### config.mk
export PLATFORM = sky130hd
export DESIGN_NAME = pmi_regs
export DESIGN_NICKNAME = d
export VERILOG_FILES = /design/src/rtl/pmi_pkg.sv /design/src/rtl/pmi_vcode_dec.sv /design/src/rtl/pmi_regs.sv
export SDC_FILE = /design/constraint.sdc
export NUM_CORES = 1
export LEC_CHECK = 0
export BUFFER_PORTS_ARGS = -buffer_cell sky130_fd_sc_hd__clkbuf_2
export CAP_MARGIN = 10
export CORE_MARGIN = 2
export CORE_UTILIZATION = 32
export DETAILED_ROUTE_END_ITERATION = 12
export GPL_TIMING_DRIVEN = 0
export PLACE_DENSITY = 0.48
export SYNTH_ARGS = -nofsm -noshare
export SYNTH_HDL_FRONTEND = slang
export SYNTH_SLANG_ARGS = --single-unit
### constraint.sdc
create_clock -name mclk_in -period 6.24 [get_ports mclk_in]
set_clock_uncertainty 0.2 [all_clocks]
set_input_delay 0.312 -clock mclk_in [delete_from_list [all_inputs] [get_ports mclk_in]]
set_output_delay 0.312 -clock mclk_in [all_outputs]
set_load 0.01 [all_outputs]
### src/rtl/pmi_pkg.sv
// Purpose: Shared constants and types for the power-good interrupt register slice
// Assumes: Serial link pins are sampled synchronously to mclk_in
// Notes:   Offsets are register addresses on the serial link, not byte addresses
package pmi_pkg;

    // Serial frame layout
    localparam int unsigned CMD_W       = 2;      // Command bits at frame start
    localparam int unsigned ADDR_W      = 5;      // Register address field width
    localparam int unsigned DATA_W      = 8;      // Register data width
    localparam logic [3:0]  HDR_BITS    = 4'h7;   // Command plus address bits
    localparam logic [3:0]  FRAME_BITS  = 4'hF;   // Command, address and data bits
    localparam logic [1:0]  CMD_WRITE   = 2'h2;   // Write command code
    localparam logic [1:0]  CMD_READ    = 2'h3;   // Read command code

    // Register addresses
    localparam logic [4:0]  ADDR_IRQ_EN = 5'h0C;  // interrupt_enable
    localparam logic [4:0]  ADDR_STATUS = 5'h0D;  // power_good_status
    localparam logic [4:0]  ADDR_MISC   = 5'h0E;  // misc_control

    // Field positions
    localparam int unsigned COMP_BIT    = 0;      // Comparator bit in enable and status
    localparam int unsigned BUCK_LSB    = 1;      // Regulator one bit
    localparam int unsigned BUCK_MSB    = 3;      // Regulator three bit
    localparam int unsigned POL_BIT     = 0;      // Polarity bit of misc_control

    // Reset values
    localparam logic [3:0]  IRQ_EN_RST  = 4'h1;   // Comparator enabled, regulators off
    localparam logic        POL_RST     = 1'h0;   // Active-low interrupt
    localparam logic        IRQ_RST     = 1'h1;   // Inactive level for active-low

    // Voltage code map for regulators one and two
    localparam int unsigned VCODE_W     = 6;      // Voltage code width
    localparam int unsigned MV_W        = 12;     // Target width in millivolts
    localparam logic [5:0]  VCODE_MAX   = 6'h32;  // Highest distinct code
    localparam logic [11:0] VBASE_MV    = 12'h44C; // 1100 mV at code 0
    localparam logic [11:0] VSTEP_MV    = 12'h032; // 50 mV per step

    // Frame sequencer states
    typedef enum logic [1:0] {
        PMI_IDLE = 2'b00,   // Chip select inactive
        PMI_HDR  = 2'b01,   // Receiving command and address
        PMI_DATA = 2'b10,   // Receiving or sending data byte
        PMI_DONE = 2'b11    // Frame complete, extra clocks ignored
    } pmi_state_t;

endpackage : pmi_pkg

### src/rtl/pmi_vcode_dec.sv
// Purpose: Turn a 6-bit regulator voltage code into a target in millivolts
// Assumes: Code comes from a register outside this slice
// Notes:   Output is registered, one cycle behind the code
module pmi_vcode_dec
    import pmi_pkg::*;
(
    input  wire logic                mclk_in,     // Core clock
    input  wire logic                rst_in,      // Synchronous reset, active high
    input  wire logic [VCODE_W-1:0]  code_in,     // Voltage code
    output logic      [MV_W-1:0]     target_mv_out // Target voltage in mV
);

    logic [MV_W-1:0] target_r;   // Registered target
    logic [MV_W-1:0] target_nxt; // Next target
    logic [5:0]      steps;      // Clamped step count

    // Linear map with saturation at the top code
    always_comb begin
        steps = code_in;
        if (code_in > VCODE_MAX) begin
            steps = VCODE_MAX;
        end
        target_nxt = MV_W'(VBASE_MV + VSTEP_MV * {6'h00, steps});
    end

    // Output register
    always_ff @(posedge mclk_in) begin
        if (rst_in) begin
            target_r <= VBASE_MV;
        end else begin
            target_r <= target_nxt;
        end
    end

    assign target_mv_out = target_r;

endmodule : pmi_vcode_dec

### src/rtl/pmi_regs.sv
// Purpose: Interrupt enable, power-good status and polarity registers on a serial link
// Assumes: Link pins are synchronous to mclk_in; link clock idles low, data sampled on rise
// Notes:   Frame is 2 command bits, 5 address bits, 8 data bits, MSB first

// How it works
// - Enable bit 0 gates comparator, reset one
// - Status bits 3..1 show regulator power-good
// - Status bit 0 shows live comparator level
// - Misc bit 0 picks interrupt polarity, reset low
// - Code 0 is 1.10 V, 50 mV steps
// - Codes above 0x32 saturate at 3.60 V
module pmi_regs
    import pmi_pkg::*;
(
    input  wire logic                 mclk_in,           // Core clock
    input  wire logic                 rst_in,            // Synchronous reset, active high
    input  wire logic                 spi_sclk_in,       // Link clock, sampled as data
    input  wire logic                 spi_cs_n_in,       // Link select, active low
    input  wire logic                 spi_mosi_in,       // Link data from host
    output logic                      spi_miso_out,      // Link data to host
    output logic                      spi_miso_oe_out,   // High while driving link data
    input  wire logic [3:1]           buck_pgood_in,     // Regulator above 90% of target
    input  wire logic                 comp_in,           // Supply comparator output
    input  wire logic [VCODE_W-1:0]   buck1_code_in,     // Regulator one voltage code
    input  wire logic [VCODE_W-1:0]   buck2_code_in,     // Regulator two voltage code
    output logic      [MV_W-1:0]      buck1_target_mv_out, // Regulator one target mV
    output logic      [MV_W-1:0]      buck2_target_mv_out, // Regulator two target mV
    output logic                      irq_out            // Interrupt, polarity selectable
);

    // Frame sequencer state
    pmi_state_t         state_r;      // Current frame phase
    pmi_state_t         state_nxt;    // Next frame phase
    logic [3:0]         cnt_r;        // Bits received in frame
    logic [3:0]         cnt_nxt;      // Next bit count
    logic [6:0]         hdr_r;        // Command and address shift register
    logic [6:0]         hdr_nxt;      // Next header
    logic [7:0]         rx_r;         // Incoming data shift register
    logic [7:0]         rx_nxt;       // Next incoming data
    logic [7:0]         tx_r;         // Outgoing data shift register
    logic [7:0]         tx_nxt;       // Next outgoing data
    logic               miso_r;       // Registered link output bit
    logic               miso_nxt;     // Next link output bit
    logic               sclk_q_r;     // Previous link clock sample
    logic               sclk_q_nxt;   // Next link clock sample

    // Register state
    logic [3:0]         ien_r;        // interrupt_enable bits 3..0
    logic [3:0]         ien_nxt;      // Next enable bits
    logic               pol_r;        // misc_control polarity bit
    logic               pol_nxt;      // Next polarity
    logic               irq_r;        // Registered interrupt pin
    logic               irq_nxt;      // Next interrupt pin

    // Decode helpers
    logic               sclk_rise;    // Link clock rising edge seen
    logic               sclk_fall;    // Link clock falling edge seen
    logic [1:0]         cmd;          // Command bits of header
    logic [4:0]         addr;         // Address bits of header
    logic [4:0]         addr_live;    // Address once last header bit arrives
    logic [1:0]         cmd_live;     // Command once last header bit arrives
    logic [3:0]         status;       // Live status bits 3..0
    logic               pending;      // Any enabled condition present
    logic [7:0]         wdata;        // Write data once last bit arrives

    // Status word assembly from live inputs
    always_comb begin
        status          = '0;
        status[BUCK_MSB:BUCK_LSB] = buck_pgood_in;
        status[COMP_BIT] = comp_in;
    end

    // Read mux; reserved bits and foreign addresses read zero
    function automatic logic [7:0] reg_read(input logic [4:0] a,
                                            input logic [3:0] en,
                                            input logic [3:0] st,
                                            input logic       pl);
        logic [7:0] d;
        d = 8'h00;
        case (a)
            ADDR_IRQ_EN: d = {4'h0, en};
            ADDR_STATUS: d = {4'h0, st};
            ADDR_MISC:   d = {7'h00, pl};
            default:     d = 8'h00;
        endcase
        return d;
    endfunction : reg_read

    // Edge detection and header fields
    always_comb begin
        sclk_q_nxt = spi_sclk_in;
        sclk_rise  = spi_sclk_in & ~sclk_q_r;
        sclk_fall  = ~spi_sclk_in & sclk_q_r;
        cmd        = hdr_r[6:5];
        addr       = hdr_r[4:0];
        cmd_live   = hdr_r[5:4];
        addr_live  = {hdr_r[3:0], spi_mosi_in};
        wdata      = {rx_r[6:0], spi_mosi_in};
    end

    // Frame sequencer next state
    always_comb begin
        state_nxt = state_r;
        cnt_nxt   = cnt_r;
        hdr_nxt   = hdr_r;
        rx_nxt    = rx_r;
        tx_nxt    = tx_r;
        miso_nxt  = miso_r;
        if (spi_cs_n_in) begin
            // Deselect aborts any frame
            state_nxt = PMI_IDLE;
            cnt_nxt   = 4'h0;
            tx_nxt    = 8'h00;
            miso_nxt  = 1'b0;
        end else begin
            case (state_r)
                PMI_IDLE: begin
                    state_nxt = PMI_HDR;
                    cnt_nxt   = 4'h0;
                    // A rise coinciding with select counts as bit one
                    if (sclk_rise) begin
                        hdr_nxt = {hdr_r[5:0], spi_mosi_in};
                        cnt_nxt = 4'h1;
                    end
                end
                PMI_HDR: begin
                    if (sclk_rise) begin
                        hdr_nxt = {hdr_r[5:0], spi_mosi_in};
                        cnt_nxt = cnt_r + 4'h1;
                        if (cnt_r + 4'h1 == HDR_BITS) begin
                            state_nxt = PMI_DATA;
                            // Snapshot read data; writes return zeros
                            if (cmd_live == CMD_READ) begin
                                tx_nxt = reg_read(addr_live, ien_r, status, pol_r);
                            end else begin
                                tx_nxt = 8'h00;
                            end
                        end
                    end
                end
                PMI_DATA: begin
                    if (sclk_fall) begin
                        // Present next data bit for the host's next rise
                        miso_nxt = tx_r[7];
                        tx_nxt   = {tx_r[6:0], 1'b0};
                    end
                    if (sclk_rise) begin
                        rx_nxt  = wdata;
                        cnt_nxt = cnt_r + 4'h1;
                        if (cnt_r + 4'h1 == FRAME_BITS) begin
                            state_nxt = PMI_DONE;
                        end
                    end
                end
                PMI_DONE: begin
                    // Surplus clocks are ignored until deselect
                    if (sclk_fall) begin
                        miso_nxt = 1'b0;
                    end
                end
                default: begin
                    state_nxt = PMI_IDLE;
                end
            endcase
        end
    end

    // Register writes and interrupt pin
    always_comb begin
        ien_nxt = ien_r;
        pol_nxt = pol_r;
        if (!spi_cs_n_in && state_r == PMI_DATA && sclk_rise
            && cnt_r + 4'h1 == FRAME_BITS && cmd == CMD_WRITE) begin
            case (addr)
                ADDR_IRQ_EN: ien_nxt = wdata[BUCK_MSB:COMP_BIT];
                ADDR_MISC:   pol_nxt = wdata[POL_BIT];
                default:     ien_nxt = ien_r;                     // Status is read-only
            endcase
        end
        pending = |(ien_r & status);
        irq_nxt = pol_r ? pending : ~pending;
    end

    // State registers
    always_ff @(posedge mclk_in) begin
        if (rst_in) begin
            state_r  <= PMI_IDLE;
            cnt_r    <= 4'h0;
            hdr_r    <= 7'h00;
            rx_r     <= 8'h00;
            tx_r     <= 8'h00;
            miso_r   <= 1'b0;
            sclk_q_r <= 1'b0;
            ien_r    <= IRQ_EN_RST;
            pol_r    <= POL_RST;
            irq_r    <= IRQ_RST;
        end else begin
            state_r  <= state_nxt;
            cnt_r    <= cnt_nxt;
            hdr_r    <= hdr_nxt;
            rx_r     <= rx_nxt;
            tx_r     <= tx_nxt;
            miso_r   <= miso_nxt;
            sclk_q_r <= sclk_q_nxt;
            ien_r    <= ien_nxt;
            pol_r    <= pol_nxt;
            irq_r    <= irq_nxt;
        end
    end

    // Link output drives only while selected
    assign spi_miso_out    = miso_r;
    assign spi_miso_oe_out = ~spi_cs_n_in;
    assign irq_out         = irq_r;

    // Voltage code to target conversion for regulators one and two
    pmi_vcode_dec u_dec1 (
        .mclk_in       (mclk_in),
        .rst_in        (rst_in),
        .code_in       (buck1_code_in),
        .target_mv_out (buck1_target_mv_out)
    );

    pmi_vcode_dec u_dec2 (
        .mclk_in       (mclk_in),
        .rst_in        (rst_in),
        .code_in       (buck2_code_in),
        .target_mv_out (buck2_target_mv_out)
    );

endmodule : pmi_regs

# [Word level (Yosys, flattened, before mapping)]
# Cells that the tools add are included.
[totals] register_bits=56 inputBits=21 out_inout_bits=27 wordCells=87
[classes] n_addsub=3 n_mul=2 magnitude_cmp=2 n_eq_ne=19 mux=20 n_bitwise=7 n_reduce_logical=22
[op_table] op="$mux 8" n=4
[op_table] op="$eq 5x4->1 const B" n=5
[op_table] op="$add 11x12->12 const A" n=2
[op_table] op="$mul 5x6->11 const A" n=2
[op_table] op="$pmux 8 s2" n=1
[op_table] op="$gt 6x6->1 const B" n=2
[op_table] op="$mux 6" n=2
[op_table] op="$ne 2x2->1 const B" n=6
[op_table] op="$pmux 4 s3" n=1
[op_table] op="$reduce_and 3->1" n=3
[op_table] op="$eq 2x2->1 const B" n=4
[op_table] op="$mux 2" n=4
[op_table] op="$pmux 4 s2" n=1
[op_table] op="$pmux 2 s3" n=1
[op_table] op="$reduce_and 2->1" n=3
[op_table] op="$reduce_bool 2->1" n=3
[op_table] op="$reduce_or 2->1" n=3
[op_table] op="$reduce_and 5->1" n=1
[op_table] op="$add 4x1->4 const B" n=1
[op_table] op="$and 4x4->4" n=1
[op_table] op="$eq 4x3->1 const B" n=1
[op_table] op="$eq 4x4->1 const B" n=1
[op_table] op="$logic_and 1x1->1" n=4
[op_table] op="$mux 1" n=4
[op_table] op="other kinds (11)" n=15

# [Longest topological paths before layout]
# Gate-level depths: netlist of the first run.
[depth] depth_word=6 depth_mapped=14 ltp_nobuf=13

# [Hierarchy]
# Synthesis of the first run repeated with hierarchy kept, for this count alone.
[unflattened] hier_cells=427 area_unflattened_um2=3779.9
[modules_own_cells] module="pmi_vcode_dec" n_inst=2 cells_per_inst=118 area_per_inst_um2=1037.2 seq_area_each_um2=220.2
[modules_own_cells] module="pmi_regs" n_inst=1 cells_per_inst=191 area_per_inst_um2=1705.4 seq_area_each_um2=640.6

# [Worst setup path after synthesis of the first run]
# OpenSTA, ideal clock, no wires.
[synth_path] kind="input to register" startpoint="input port buck1_code_in[2]" endpoint="register u_dec1.target_r[11], in the netlist u_dec1.target_mv_out[11]" setup_ns=0.072 arrival_time_ns=3.131 required_time_ns=5.968 slack_ns=2.838 path_stages=14 n_path_buf=1 path_cell_list="clkbuf_1 > nor2_1 > nor2_1 > nor2_1 > ha_1 > ha_1 > ha_1 > inv_1 > fa_1 > nand2b_1 > a211oi_1 > mux2i_1 > or3_1 > mux2i_1"
[synth_between] elab_chain_cells=4
[synth_rtl] element="from (decl)" line_no="pmi_regs.sv:24" text="input wire logic [VCODE_W-1:0] buck1_code_in,"
[synth_rtl] element="$gt 6x6->1" line_no="pmi_vcode_dec.sv:20" text="if (code_in > VCODE_MAX) begin"
[synth_rtl] element="$mux 6 *" line_no="pmi_vcode_dec.sv:20"
[synth_rtl] element="$mul 5x6->11 *" line_no="pmi_vcode_dec.sv:23" text="target_nxt = MV_W'(VBASE_MV + VSTEP_MV * {6'h00, steps});"
[synth_rtl] element="$add 11x12->12 *" line_no="pmi_vcode_dec.sv:23"
[synth_rtl] element="to (signal assigned)" line_no="pmi_vcode_dec.sv:31" text="target_r <= target_nxt;"
[synth_rtl] element="to (decl)" line_no="pmi_vcode_dec.sv:13" text="logic [MV_W-1:0] target_r;"
# Every way passes the cells marked *; elsewhere a longest branch is shown, timed or not.
# A chain may end at the register's enable or synchronous reset.

# [Worst setup path after layout of the first run]
# Same ends and word-level chain as after synthesis.

==> key figures, run 1 <==
Detailed routing
  • Via-per-instance ratio: between 4 and 5
  • Final routed wire length divided by cell count: 13.0 um
  • Count of TritonRoute iterations in the first routing pass: 4
  • Number of DRC violations after detailed routing: 0
  • Antenna-violating nets left: 0
  • DRC violation total after the first TritonRoute iteration: around 80
  • Post-Route WL: 7.94 mm
  • Total via count in the routed design: roughly 3k

Floorplanning
  • Initial core utilization: 32.7%
  • Total Die Area: around 13,000 um2
  • Y dimension of the die: 112 um
  • Number of I/O pins: between 40 and 50
  • Std cell rows: 39
  • Width of the die: 112 um
  • Placeable core region: 11,400 um2

Synthesis
  • Register bit count reported by yosys: 54
  • EDFF count, synth: 0
  • Post-Synthesis Mean Instance Area: 8.92 um2
  • Area of the mapped netlist: approximately 3700 um2
  • Synth cell types: 67
  • Count of warnings emitted by yosys: 0
  • Cell types occupying the most area after synthesis: dfxtp_1, ha_1, mux2i_1
  • Area fraction of the dominant cell type after synthesis: 29.0%
  • Cell count after synthesis: 418
  • Cell type with the highest aggregate area in the netlist: dfxtp_1
  • Proportion of register bits with asynchronous set or reset after synthesis: 0%
  • Synth Flop Type: dfxtp_1
  • Fraction of the yosys area taken by sequential cells: 29.0%

CTS
  • Clock transition at the register clock pins on the worst setup and hold paths after CTS: 0.08 ns
  • CTS Buffer Depth: 2
  • # clock sinks: 54
  • Number of H-tree branching levels: 2
  • CTS buffer count: 5
  • Hold buffer count at cts: 0
  • Resized cells post-CTS: 0
  • TritonCTS clock tree: done
  • Clock root cell: clkbuf_16
  • Setup Fix Bufs, Post-CTS: 0
  • Insertion delay to the later sink of the worst-skew pair: 0.30 ns

Status
  • Status: completed

Worst setup path
  • Worst stage delay on the critical path: 0.48 ns
  • Critical path startpoint category: input port
  • CP Cell Sequence: clkbuf_1 -> nor2_1 -> nor2_1 -> nor2_1 -> ha_1 -> ha_1 -> ha_1 -> inv_1 -> fa_1 -> nand2b_1 -> a21oi_1 -> xnor2_1 -> o31ai_1 -> mux2i_1
  • Critical path start-end classification: in2reg
  • Data arrival, critical path: 3.51 ns
  • Cell class contributing the biggest share of worst-path delay: adder cells
  • Max stage delay cell, worst path: fa_1
  • Endpoint kind of the worst setup timing path: flip-flop
  • Sum of buffers and inverters on the critical path: 2
  • Critical path fanouts, max: 8
  • Required time worst endpoint: about 6.3 ns

Placement
  • Number of buffer cells added on primary ports: 39
  • Weighted congestion at the end of routability-driven global placement: about 0.78
  • Detail Placement HPWL: 6.12 mm
  • Dpl ws: 2.45 ns
  • DP Area: 4110 um2

Power
  • VDD IR-drop max: around 0.13 mV
  • PD cells: 254 nW/um2
  • Leak Pwr: roughly 1.9 nW

Layout
  • Fin nets: 533
  • Design area: 4280 um2
  • Antenna diode count: 0
  • Fraction of final layout cells sized beyond drive strength 1: 17.0%
  • Fillcell total: around 1.2k
  • Area growth from synthesis to layout: 14.8%

Global routing
  • Maximum number of pins on one net before global-route repair: 19
  • Number of global-route vias before repair: between 2k and 3k
  • GRT Residual Overflow: 0
  • Antenna violations before repair: 0
  • Overall global routing resource usage: a little over an eighth
  • First-pass GRT wire length: about 14 mm

STA
  • Max frequency: 0.287 GHz
  • Number of hold violations in the final report: 0
  • Transition time at the pin with the least slew margin: 0.713 ns
  • Count of endpoints failing setup in the final report: 0
  • Worst slew margin: 52.2%
  • Setup TNS: 0 ns
  • Setup repair after global routing missed its margin: no
  • Slew Limit Fails: 0
  • Clock period minus worst slack: about 3.5 ns
  • Part of the cycle the worst path needs: 55.9%
  • Worst Slack Setup Final: around 2.8 ns

Flow run
  • Number of max-cap violations: 0

Hold path
  • Type of the tightest min-delay check: in2reg
==> routing by layer <==
layer | GRT usage [%] | routed length (um)
met1 | 16.8 | 3870
met2 | 22.1 | 3630
met4 | 3.17 | 78
met5 | 0 | 0
met3 | 3.32 | 353
==> cell type report <==
class,instances,area [um2],share of cell area [%]
multi-input cells,325,2460,57.6
flip-flops and latches,54,1080,25.3
repair buffers,39,195,4.56
well taps,143,179,4.18
clock buffers,5,125,2.92
plain buffers,23,124,2.89
inverters,17,63.8,1.49
clock inverters,3,47.5,1.11
==> Yosys cell counts, types with 3 or more instances <==
| cell type | count |
|---|---|
| nand4_1 | 6 |
| dfxtp_1 | 54 |
| nor2b_1 | 6 |
| or3_1 | 7 |
| nor3b_1 | 5 |
| buf_4 | 5 |
| a21oi_1 | 20 |
| or2_2 | 3 |
| nor2_1 | 50 |
| a22oi_1 | 3 |
| o21ai_0 | 13 |
| nor4_1 | 3 |
| and2_1 | 6 |
| mux2_2 | 4 |
| o21a_1 | 3 |
| mux2i_1 | 23 |
| nand2_1 | 28 |
| clkbuf_1 | 15 |
| nor3_1 | 6 |
| nand2b_1 | 3 |
| ha_1 | 45 |
| a21o_1 | 3 |
| inv_1 | 17 |
| xnor2_1 | 16 |
| a211oi_1 | 3 |
| and3_2 | 4 |
| a311oi_1 | 4 |
| and3_1 | 7 |
| xor2_1 | 7 |
==> cells in the final DEF, fill, tap and decap left out, types with 3 or more instances in the layout <==
master,Yosys,routed
nor3_1,6,6
nor3b_1,5,5
dfxtp_1,54,54
nand2_1,28,28
inv_1,17,17
nand4_1,6,6
nor4_1,3,3
and2_1,6,6
clkbuf_16,0,5
nor2b_1,6,6
o21ai_0,13,13
mux2_2,4,4
ha_1,45,45
and3_1,7,7
buf_4,5,5
a211oi_1,3,3
or2_2,3,3
mux2i_1,23,23
a311oi_1,4,4
clkbuf_2,0,39
xnor2_1,16,16
and3_2,4,4
or3_1,7,7
o21a_1,3,3
nand2b_1,3,3
xor2_1,7,7
a22oi_1,3,3
a21oi_1,20,20
nor2_1,50,50
a21o_1,3,3
clkbuf_1,15,15
==> state kept, by name, summed over array words and instances, names as in the netlist <==
name                  flops
u_dec1.target_mv_out     11
cnt_r                     4
irq_out                   1
tx_r                      8
ien_r                     4
sclk_q_r                  1
hdr_r                     7
rx_r                      3
u_dec2.target_mv_out     11
pol_r                     1
spi_miso_out              1
state_r                   2
==> power by group <==
group | leakage, nW | internal [mW] | switching [mW]
registers | 0.442 | 0.381 | 0.0129
clock network | 0.0844 | 0.192 | 0.136
logic | 1.36 | 0.160 | 0.208
==> through the flow <==
step           total power [mW]  instances  hold WS, ns  utilization (%)
5_1_grt                    1.17        609        0.108             37.5
6_report                   1.09        609        0.104             37.5
3_3_place_gp              0.771        601        0.258             36.0
4_1_cts                    1.10        609       0.0925             37.5
2_1_floorplan             0.673        419        0.240                -
3_5_place_dp              0.769        601        0.269             36.0
==> kinds of logic after synthesis <==
kind of cell	synth area share (%)
AO/OA/AOI/OAI	14.1
buffers and inverters	5.03
adder cells (fa/ha/maj)	16.2
multiplexers	7.38
other	0.101
AND/OR/NAND/NOR	21.9
flip-flops	29.0
XOR/XNOR	6.28
==> final timing paths <==
check,start,end,slack (ns),depth (start not counted)
max,buck1_code_in[2],u_dec1.target_mv_out[11]$_SDFF_PP0_,2.75,14
min reg2reg,tx_r[6]$_SDFFE_PP0P_,tx_r[7]$_SDFFE_PP0P_,0.28,2
min,spi_sclk_in,sclk_q_r$_SDFF_PP0_,0.10,2
max reg2reg,state_r[0]$_SDFFE_PP0P_,ien_r[3]$_SDFFE_PP0P_,3.98,7
Note: power is estimated with default switching activity, not from simulation.
==> inputs of run 2 (changes only) <==
==> constraint.sdc (replaced) <==
create_clock -name mclk_in -period 3.7 [get_ports mclk_in]
set_clock_uncertainty 0.2 [all_clocks]
set_input_delay 0.185 -clock mclk_in [delete_from_list [all_inputs] [get_ports mclk_in]]
set_output_delay 0.185 -clock mclk_in [all_outputs]
set_load 0.01 [all_outputs]
==> run 2 against run 1 <==
- hold slack worse by 0.060 ns
- count of clock-buffer cells in the layout stayed put
- setup slack worse by 2.4 ns
- cell area is 0.70% higher
- clock power is 68% higher
- global-route usage hardly changed
- non-clock buffer count is 3 higher
==> key figures, run 2 (synthesized netlist as in run 1, its figures left out) <==
Status
  • Status: completed

Worst setup path
  • CP Cell Sequence: clkbuf_1 -> nor2_1 -> nor2_1 -> nor2_1 -> ha_1 -> ha_1 -> ha_1 -> inv_1 -> fa_1 -> nand2b_1 -> a21oi_1 -> xnor2_1 -> o31ai_1 -> mux2i_1
  • Max stage delay cell, worst path: fa_1
  • Critical path fanouts, max: 8 (unchanged)
  • FF-to-FF Start: state_r[0]$_SDFFE_PP0P_
  • Worst stage delay on the critical path: 0.48 ns (about the same)
  • Critical path launch point: buck1_code_in[2]
  • Critical path start-end classification: in2reg
  • Endpoint kind of the worst setup timing path: flip-flop
  • Worst reg2reg path depth: 7 (unchanged)
  • Required time worst endpoint: 3.72 ns (-2.54 ns)
  • Data arrival, critical path: 3.38 ns (-0.13 ns)
  • Critical path startpoint category: input port
  • R2R Setup Slk: 1.44 ns (-2.54 ns)
  • Reg-to-reg endpoint: ien_r[3]$_SDFFE_PP0P_

Detailed routing
  • Post-Route WL: 7.95 mm (+0.11%)
  • Number of DRC violations after detailed routing: 0 (unchanged)
  • DRC violation total after the first TritonRoute iteration: 86 (+4.9%)
  • Via-per-instance ratio: 4.89 (-0.36%)
  • Final routed wire length divided by cell count: 13.0 um (-0.38%)
  • Total via count in the routed design: 2,995 (+0.13%)
  • Count of TritonRoute iterations in the first routing pass: 4 (unchanged)
  • Antenna-violating nets left: 0 (unchanged)

Layout
  • Final non-filler cell total: 612 (+0.49%)
  • Antenna diode count: 0 (unchanged)
  • Area growth from synthesis to layout: 15.6%
  • Fraction of final layout cells sized beyond drive strength 1: 16.8% (-0.11 points)
  • Most frequent standard cell in the layout excluding fill and tap cells: dfxtp_1
  • Most used cells in the layout excluding fill and tap cells: dfxtp_1, nor2_1, ha_1
  • Fin nets: 536 (+0.56%)

CTS
  • Clock transition at the register clock pins on the worst setup and hold paths after CTS: 0.08 ns (about the same)
  • TritonCTS clock tree: done
  • Number of H-tree branching levels: 2 (unchanged)
  • Insertion delay to the later sink of the worst-skew pair: 0.30 ns (about the same)
  • CTS buffer count: 5 (unchanged)
  • Resized cells post-CTS: 0 (unchanged)
  • CTS Buffer Depth: 2 (unchanged)
  • # clock sinks: 54 (unchanged)
  • Clock root cell: clkbuf_16

STA
  • Transition time at the pin with the least slew margin: 0.713 ns (unchanged)
  • Part of the cycle the worst path needs: 90.8%
  • Clock period minus worst slack: 3.36 ns
  • Max frequency: around 0.30 GHz
  • Post-Route Hold Slack: 0.0436 ns (-0.0601 ns)
  • Setup repair after global routing missed its margin: no
  • Worst slew margin: 52.2% (unchanged)
  • Number of hold violations in the final report: 0 (unchanged)
  • Count of endpoints failing setup in the final report: 0 (unchanged)
  • Slew Limit Fails: 0 (unchanged)
  • Setup TNS: 0 ns (unchanged)

Flow run
  • Number of max-cap violations: 0 (unchanged)

Hold path
  • Origin of the worst min-delay path: buck2_code_in[1]
  • Type of the tightest min-delay check: in2reg
  • Number of cells traversed by the worst hold path: 3 (+1)
  • Worst min-delay path endpoint: u_dec2.target_mv_out[2]$_SDFF_PP1_

Global routing
  • GRT Residual Overflow: 0 (unchanged)
  • Antenna violations before repair: 0 (unchanged)
  • Number of global-route vias before repair: 2,961 (+0.20%)
  • Maximum number of pins on one net before global-route repair: 19 (unchanged)
  • Overall global routing resource usage: 13.1% (about the same)
  • First-pass GRT wire length: 13.7 mm (+0.10%)

Placement
  • Number of buffer cells added on primary ports: 39 (unchanged)
  • Detail Placement HPWL: 6.12 mm (unchanged)
  • Number of cells in the design after placement: 601 (unchanged)
  • Weighted congestion at the end of routability-driven global placement: 0.782 (unchanged)

Power
  • VDD IR-drop max: 0.219 mV (+69%)
  • Leak Pwr: 1.90 nW (+0.67%)
  • Overall power: 1.84 mW (+69%)
  • PD cells: 427 nW/um2 (+68%)

Floorplanning
  • Number of I/O pins: 48 (unchanged)
  • Std cell rows: 39 (unchanged)
  • Y dimension of the die: 112 um (unchanged)
  • Width of the die: 112 um (unchanged)
  • Total Die Area: 12,500 um2 (unchanged)
  • Initial core utilization: 32.7% (unchanged)
  • Placeable core region: 11,400 um2 (unchanged)
run 2: routing by layer:
| metal | vias up | wire [um] | track usage (%) |
|---|---|---|---|
| met5 | - | 0 | 0 |
| met4 | 0 | 78 | 3.17 |
| met3 | 10 | 351 | 3.32 |
| met2 | 46 | 3640 | 22.1 |
| met1 | 1362 | 3880 | 16.8 |
| li1 | 1577 | - | - |
run 2: critical path, delay by kind of cell:
family                     cells  cell delay [ns]
adders and majority gates      4             1.42
AOI/OAI and AO/OA              2             0.55
and+or+nand+nor                4             0.50
buffers and inverters          2             0.33
muxes                          1             0.25
xor gates and xnor gates       1             0.14
run 2: repair_timing:
action / 4_1_cts / 5_1_grt
hold buffers: 3 / 0
endpoints found under the hold margin: 3 / 0
setup buffers: 0 / 0
run 2: per-stage QoR:
step	setup WS, ns	utilization [%]	instance area, um2
2_1_floorplan	0.425	-	3730
3_3_place_gp	0.0251	36.0	4110
3_5_place_dp	0.0412	36.0	4110
4_1_cts	0.325	37.7	4310
5_1_grt	0.0767	37.7	4310
6_report	0.340	37.7	4310
run 2: area by class of cell:
class / instances / area, um2
Timing Repair Buffer: 42 / 225
Fill cell: 1197 / 7110
Inverter: 17 / 63.8
Sequential cell: 54 / 1080
Buffer: 23 / 124
Clock buffer: 5 / 125
Multi-Input combinational cell: 325 / 2460
Clock inverter: 3 / 47.5
Tap cell: 143 / 179
run 2: worst max path at each step:
stage / slack [ns] / end
final: 0.34 / u_dec1.target_mv_out[11]$_SDFF_PP0_
after global placement: 0.03 / u_dec1.target_mv_out[11]$_SDFF_PP0_
after floorplan: 0.42 / u_dec1.target_mv_out[11]$_SDFF_PP0_
after detailed placement: 0.04 / u_dec1.target_mv_out[11]$_SDFF_PP0_
after global routing: 0.08 / u_dec1.target_mv_out[11]$_SDFF_PP0_
after CTS: 0.32 / u_dec1.target_mv_out[11]$_SDFF_PP0_
run 2: where the power goes:
group	internal [mW]	total, mW	switching [mW]
Combinational	0.272	0.622	0.351
Clock	0.323	0.552	0.229
Sequential	0.643	0.664	0.0218
Total	1.24	1.84	0.601
==> inputs of run 3 (changes only) <==
--- a/config.mk
+++ b/config.mk
@@ -7,7 +7,6 @@
 export LEC_CHECK = 0
 export BUFFER_PORTS_ARGS = -buffer_cell sky130_fd_sc_hd__clkbuf_2
 export CAP_MARGIN = 10
-export CORE_MARGIN = 2
 export CORE_UTILIZATION = 32
 export DETAILED_ROUTE_END_ITERATION = 12
 export GPL_TIMING_DRIVEN = 0
==> constraint.sdc (replaced) <==
create_clock -name mclk_in -period 4.24 [get_ports mclk_in]
set_clock_uncertainty 0.2 [all_clocks]
set_input_delay 0.212 -clock mclk_in [delete_from_list [all_inputs] [get_ports mclk_in]]
set_output_delay 0.212 -clock mclk_in [all_outputs]
set_load 0.01 [all_outputs]
==> run 3 against run 2 <==
- global-route usage increased by 0.74 points
- final cell count decreased by 0.49%
- sequential power decreased by 13%
- critical path type unchanged
- clock power decreased by 3%
==> key figures, run 3 (synthesized netlist as in run 1, its figures left out) <==
CTS
  • CTS buffer count: 5 (unchanged)
  • Hold buffer count at cts: 0 (-3)
  • CTS Buffer Depth: 2 (unchanged)
  • Number of H-tree branching levels: 2 (unchanged)
  • Insertion delay to the later sink of the worst-skew pair: 0.29 ns (about the same)
  • TritonCTS clock tree: done
  • # clock sinks: 54 (unchanged)
  • Clock root cell: clkbuf_16
  • Setup Fix Bufs, Post-CTS: 0 (unchanged)
  • Clock transition at the register clock pins on the worst setup and hold paths after CTS: 0.07 ns (about the same)
  • Resized cells post-CTS: 0 (unchanged)

STA
  • Clock period minus worst slack: 3.37 ns
  • Number of hold violations in the final report: 0 (unchanged)
  • Setup TNS: 0 ns (unchanged)
  • Setup repair after global routing missed its margin: no
  • Part of the cycle the worst path needs: slightly below 80%
  • Count of endpoints failing setup in the final report: 0 (unchanged)
  • Slew Limit Fails: 0 (unchanged)
  • Max frequency: 0.297 GHz
  • Worst slew margin: 51.6% (-0.61 points)
  • Transition time at the pin with the least slew margin: 0.722 ns (+0.00906 ns)

Floorplanning
  • Std cell rows: 39 (unchanged)
  • Width of the die: 110 um (-1.8%)
  • Number of I/O pins: 48 (unchanged)
  • Initial core utilization: 32.8% (+0.14 points)
  • Y dimension of the die: 110 um (-1.8%)
  • Placeable core region: 11,400 um2 (-0.43%)
  • Total Die Area: 12,100 um2 (-3.5%)

Placement
  • Detail Placement HPWL: 6.09 mm (-0.59%)
  • Number of buffer cells added on primary ports: 39 (unchanged)
  • Weighted congestion at the end of routability-driven global placement: 0.725 (-7.2%)

Worst setup path
  • CP Cell Sequence: clkbuf_1 -> nor2_1 -> nor2_1 -> nor2_1 -> ha_1 -> ha_1 -> ha_1 -> inv_1 -> fa_1 -> nand2b_1 -> a21oi_1 -> xnor2_1 -> o31ai_1 -> mux2i_1
  • Reg-to-reg endpoint: ien_r[1]$_SDFFE_PP0P_
  • Critical path startpoint category: input port
  • Critical path depth: 14 (unchanged)
  • Worst reg2reg path depth: 7 (unchanged)
  • Worst stage delay on the critical path: 0.49 ns (about the same)
  • Critical path launch point: buck1_code_in[2]
  • Required time worst endpoint: 4.27 ns (+0.55 ns)
  • FF-to-FF Start: state_r[0]$_SDFFE_PP0P_
  • Endpoint kind of the worst setup timing path: flip-flop
  • Critical path start-end classification: in2reg
  • Sum of buffers and inverters on the critical path: 2 (unchanged)
  • Max stage delay cell, worst path: fa_1
  • CP endpoint: u_dec1.target_mv_out[11]$_SDFF_PP0_
  • R2R Setup Slk: 1.98 ns (+0.54 ns)
  • Data arrival, critical path: 3.39 ns (about the same)
  • Critical path fanouts, max: 8 (unchanged)
  • Cell class contributing the biggest share of worst-path delay: adder cells

Layout
  • Fin nets: 533 (-0.56%)
  • Antenna diode count: 0 (unchanged)
  • Fraction of final layout cells sized beyond drive strength 1: 17.0% (+0.11 points)
  • Most used cells in the layout excluding fill and tap cells: dfxtp_1, nor2_1, ha_1
  • Area growth from synthesis to layout: 15.3%
  • Final core utilization: 37.8% (+0.085 points)
  • Most frequent standard cell in the layout excluding fill and tap cells: dfxtp_1

Detailed routing
  • Via-per-instance ratio: 4.87 (-0.55%)
  • Total via count in the routed design: 2,964 (-1.0%)
  • DRC violation total after the first TritonRoute iteration: 76 (-12%)
  • Count of TritonRoute iterations in the first routing pass: 4 (unchanged)
  • Post-Route WL: 7.86 mm (-1.0%)
  • Antenna-violating nets left: 0 (unchanged)
  • Final routed wire length divided by cell count: 12.9 um (-0.54%)
  • Number of DRC violations after detailed routing: 0 (unchanged)

Global routing
  • GRT Residual Overflow: 0 (unchanged)
  • Maximum number of pins on one net before global-route repair: 18 (-1)
  • Overall global routing resource usage: 13.8% (+0.74 points)
  • First-pass GRT wire length: 13.2 mm (-3.7%)
  • Antenna violations before repair: 0 (unchanged)
  • Number of global-route vias before repair: 2,829 (-4.5%)

Power
  • Leak Pwr: 1.89 nW (-0.15%)
  • Overall power: 1.66 mW (-9.8%)
  • PD cells: 386 nW/um2 (-9.6%)
  • VDD IR-drop max: 0.218 mV (-0.44%)

Status
  • Status: completed

Hold path
  • Number of cells traversed by the worst hold path: 2 (-1)
  • Type of the tightest min-delay check: in2reg

Flow run
  • Number of max-cap violations: 0 (unchanged)
-- run 3: cell type report --
type | count | area, um2
fill | 1146 | 7070
multi-input combinational | 325 | 2460
sequential | 54 | 1080
timing repair buffer | 39 | 195
tap | 143 | 179
clock buffer | 5 | 125
buffer | 23 | 124
clock inverter | 3 | 68.8
inverter | 17 | 63.8
-- run 3: where the power goes --
part	internal, mW	switching (mW)
clock network	0.340	0.197
logic	0.235	0.307
registers	0.561	0.0194
total	1.14	0.523
-- run 3: worst register-to-register path, delay by kind of cell (launching register included) --
| family | cells | cell delay [ns] |
|---|---|---|
| fa+ha+maj | 1 | 0.24 |
| buf+inv | 1 | 0.11 |
| flops | 1 | 0.37 |
| simple gates | 4 | 0.98 |
| mux | 1 | 0.24 |
-- run 3: layer usage --
metal	routed length [um]	track usage (%)	up-vias	part of all wire [%]
met3	373	3.14	7	4.7
li1	-	-	1569	-
met4	56	3.33	0	0.71
met2	3640	23.5	39	46
met1	3800	17.6	1349	48
met5	0	0	-	0
-- run 3: worst min-delay path by stage --
stage                               startpoint                                  to  slack (ns)
after floorplan                    spi_sclk_in                 sclk_q_r$_SDFF_PP0_        0.14
after global placement    tx_r[6]$_SDFFE_PP0P_                tx_r[7]$_SDFFE_PP0P_        0.26
after detailed placement  tx_r[3]$_SDFFE_PP0P_                tx_r[4]$_SDFFE_PP0P_        0.27
after CTS                     buck2_code_in[0]  u_dec2.target_mv_out[1]$_SDFF_PP0_       0.008
after global routing          buck1_code_in[0]  u_dec1.target_mv_out[1]$_SDFF_PP0_        0.02
final                         buck2_code_in[0]  u_dec2.target_mv_out[1]$_SDFF_PP0_        0.01
-- run 3: stage by stage --
stage | area (um2) | worst slack, ns | hold WS (ns) | std cells
finish | 4300 | 0.875 | 0.0148 | 609
global route | 4300 | 0.634 | 0.0190 | 609
CTS | 4300 | 0.814 | 0.00850 | 609
detailed placement | 4110 | 0.523 | 0.267 | 601
global placement | 4110 | 0.522 | 0.257 | 601
floorplan | 3730 | 0.938 | 0.140 | 419
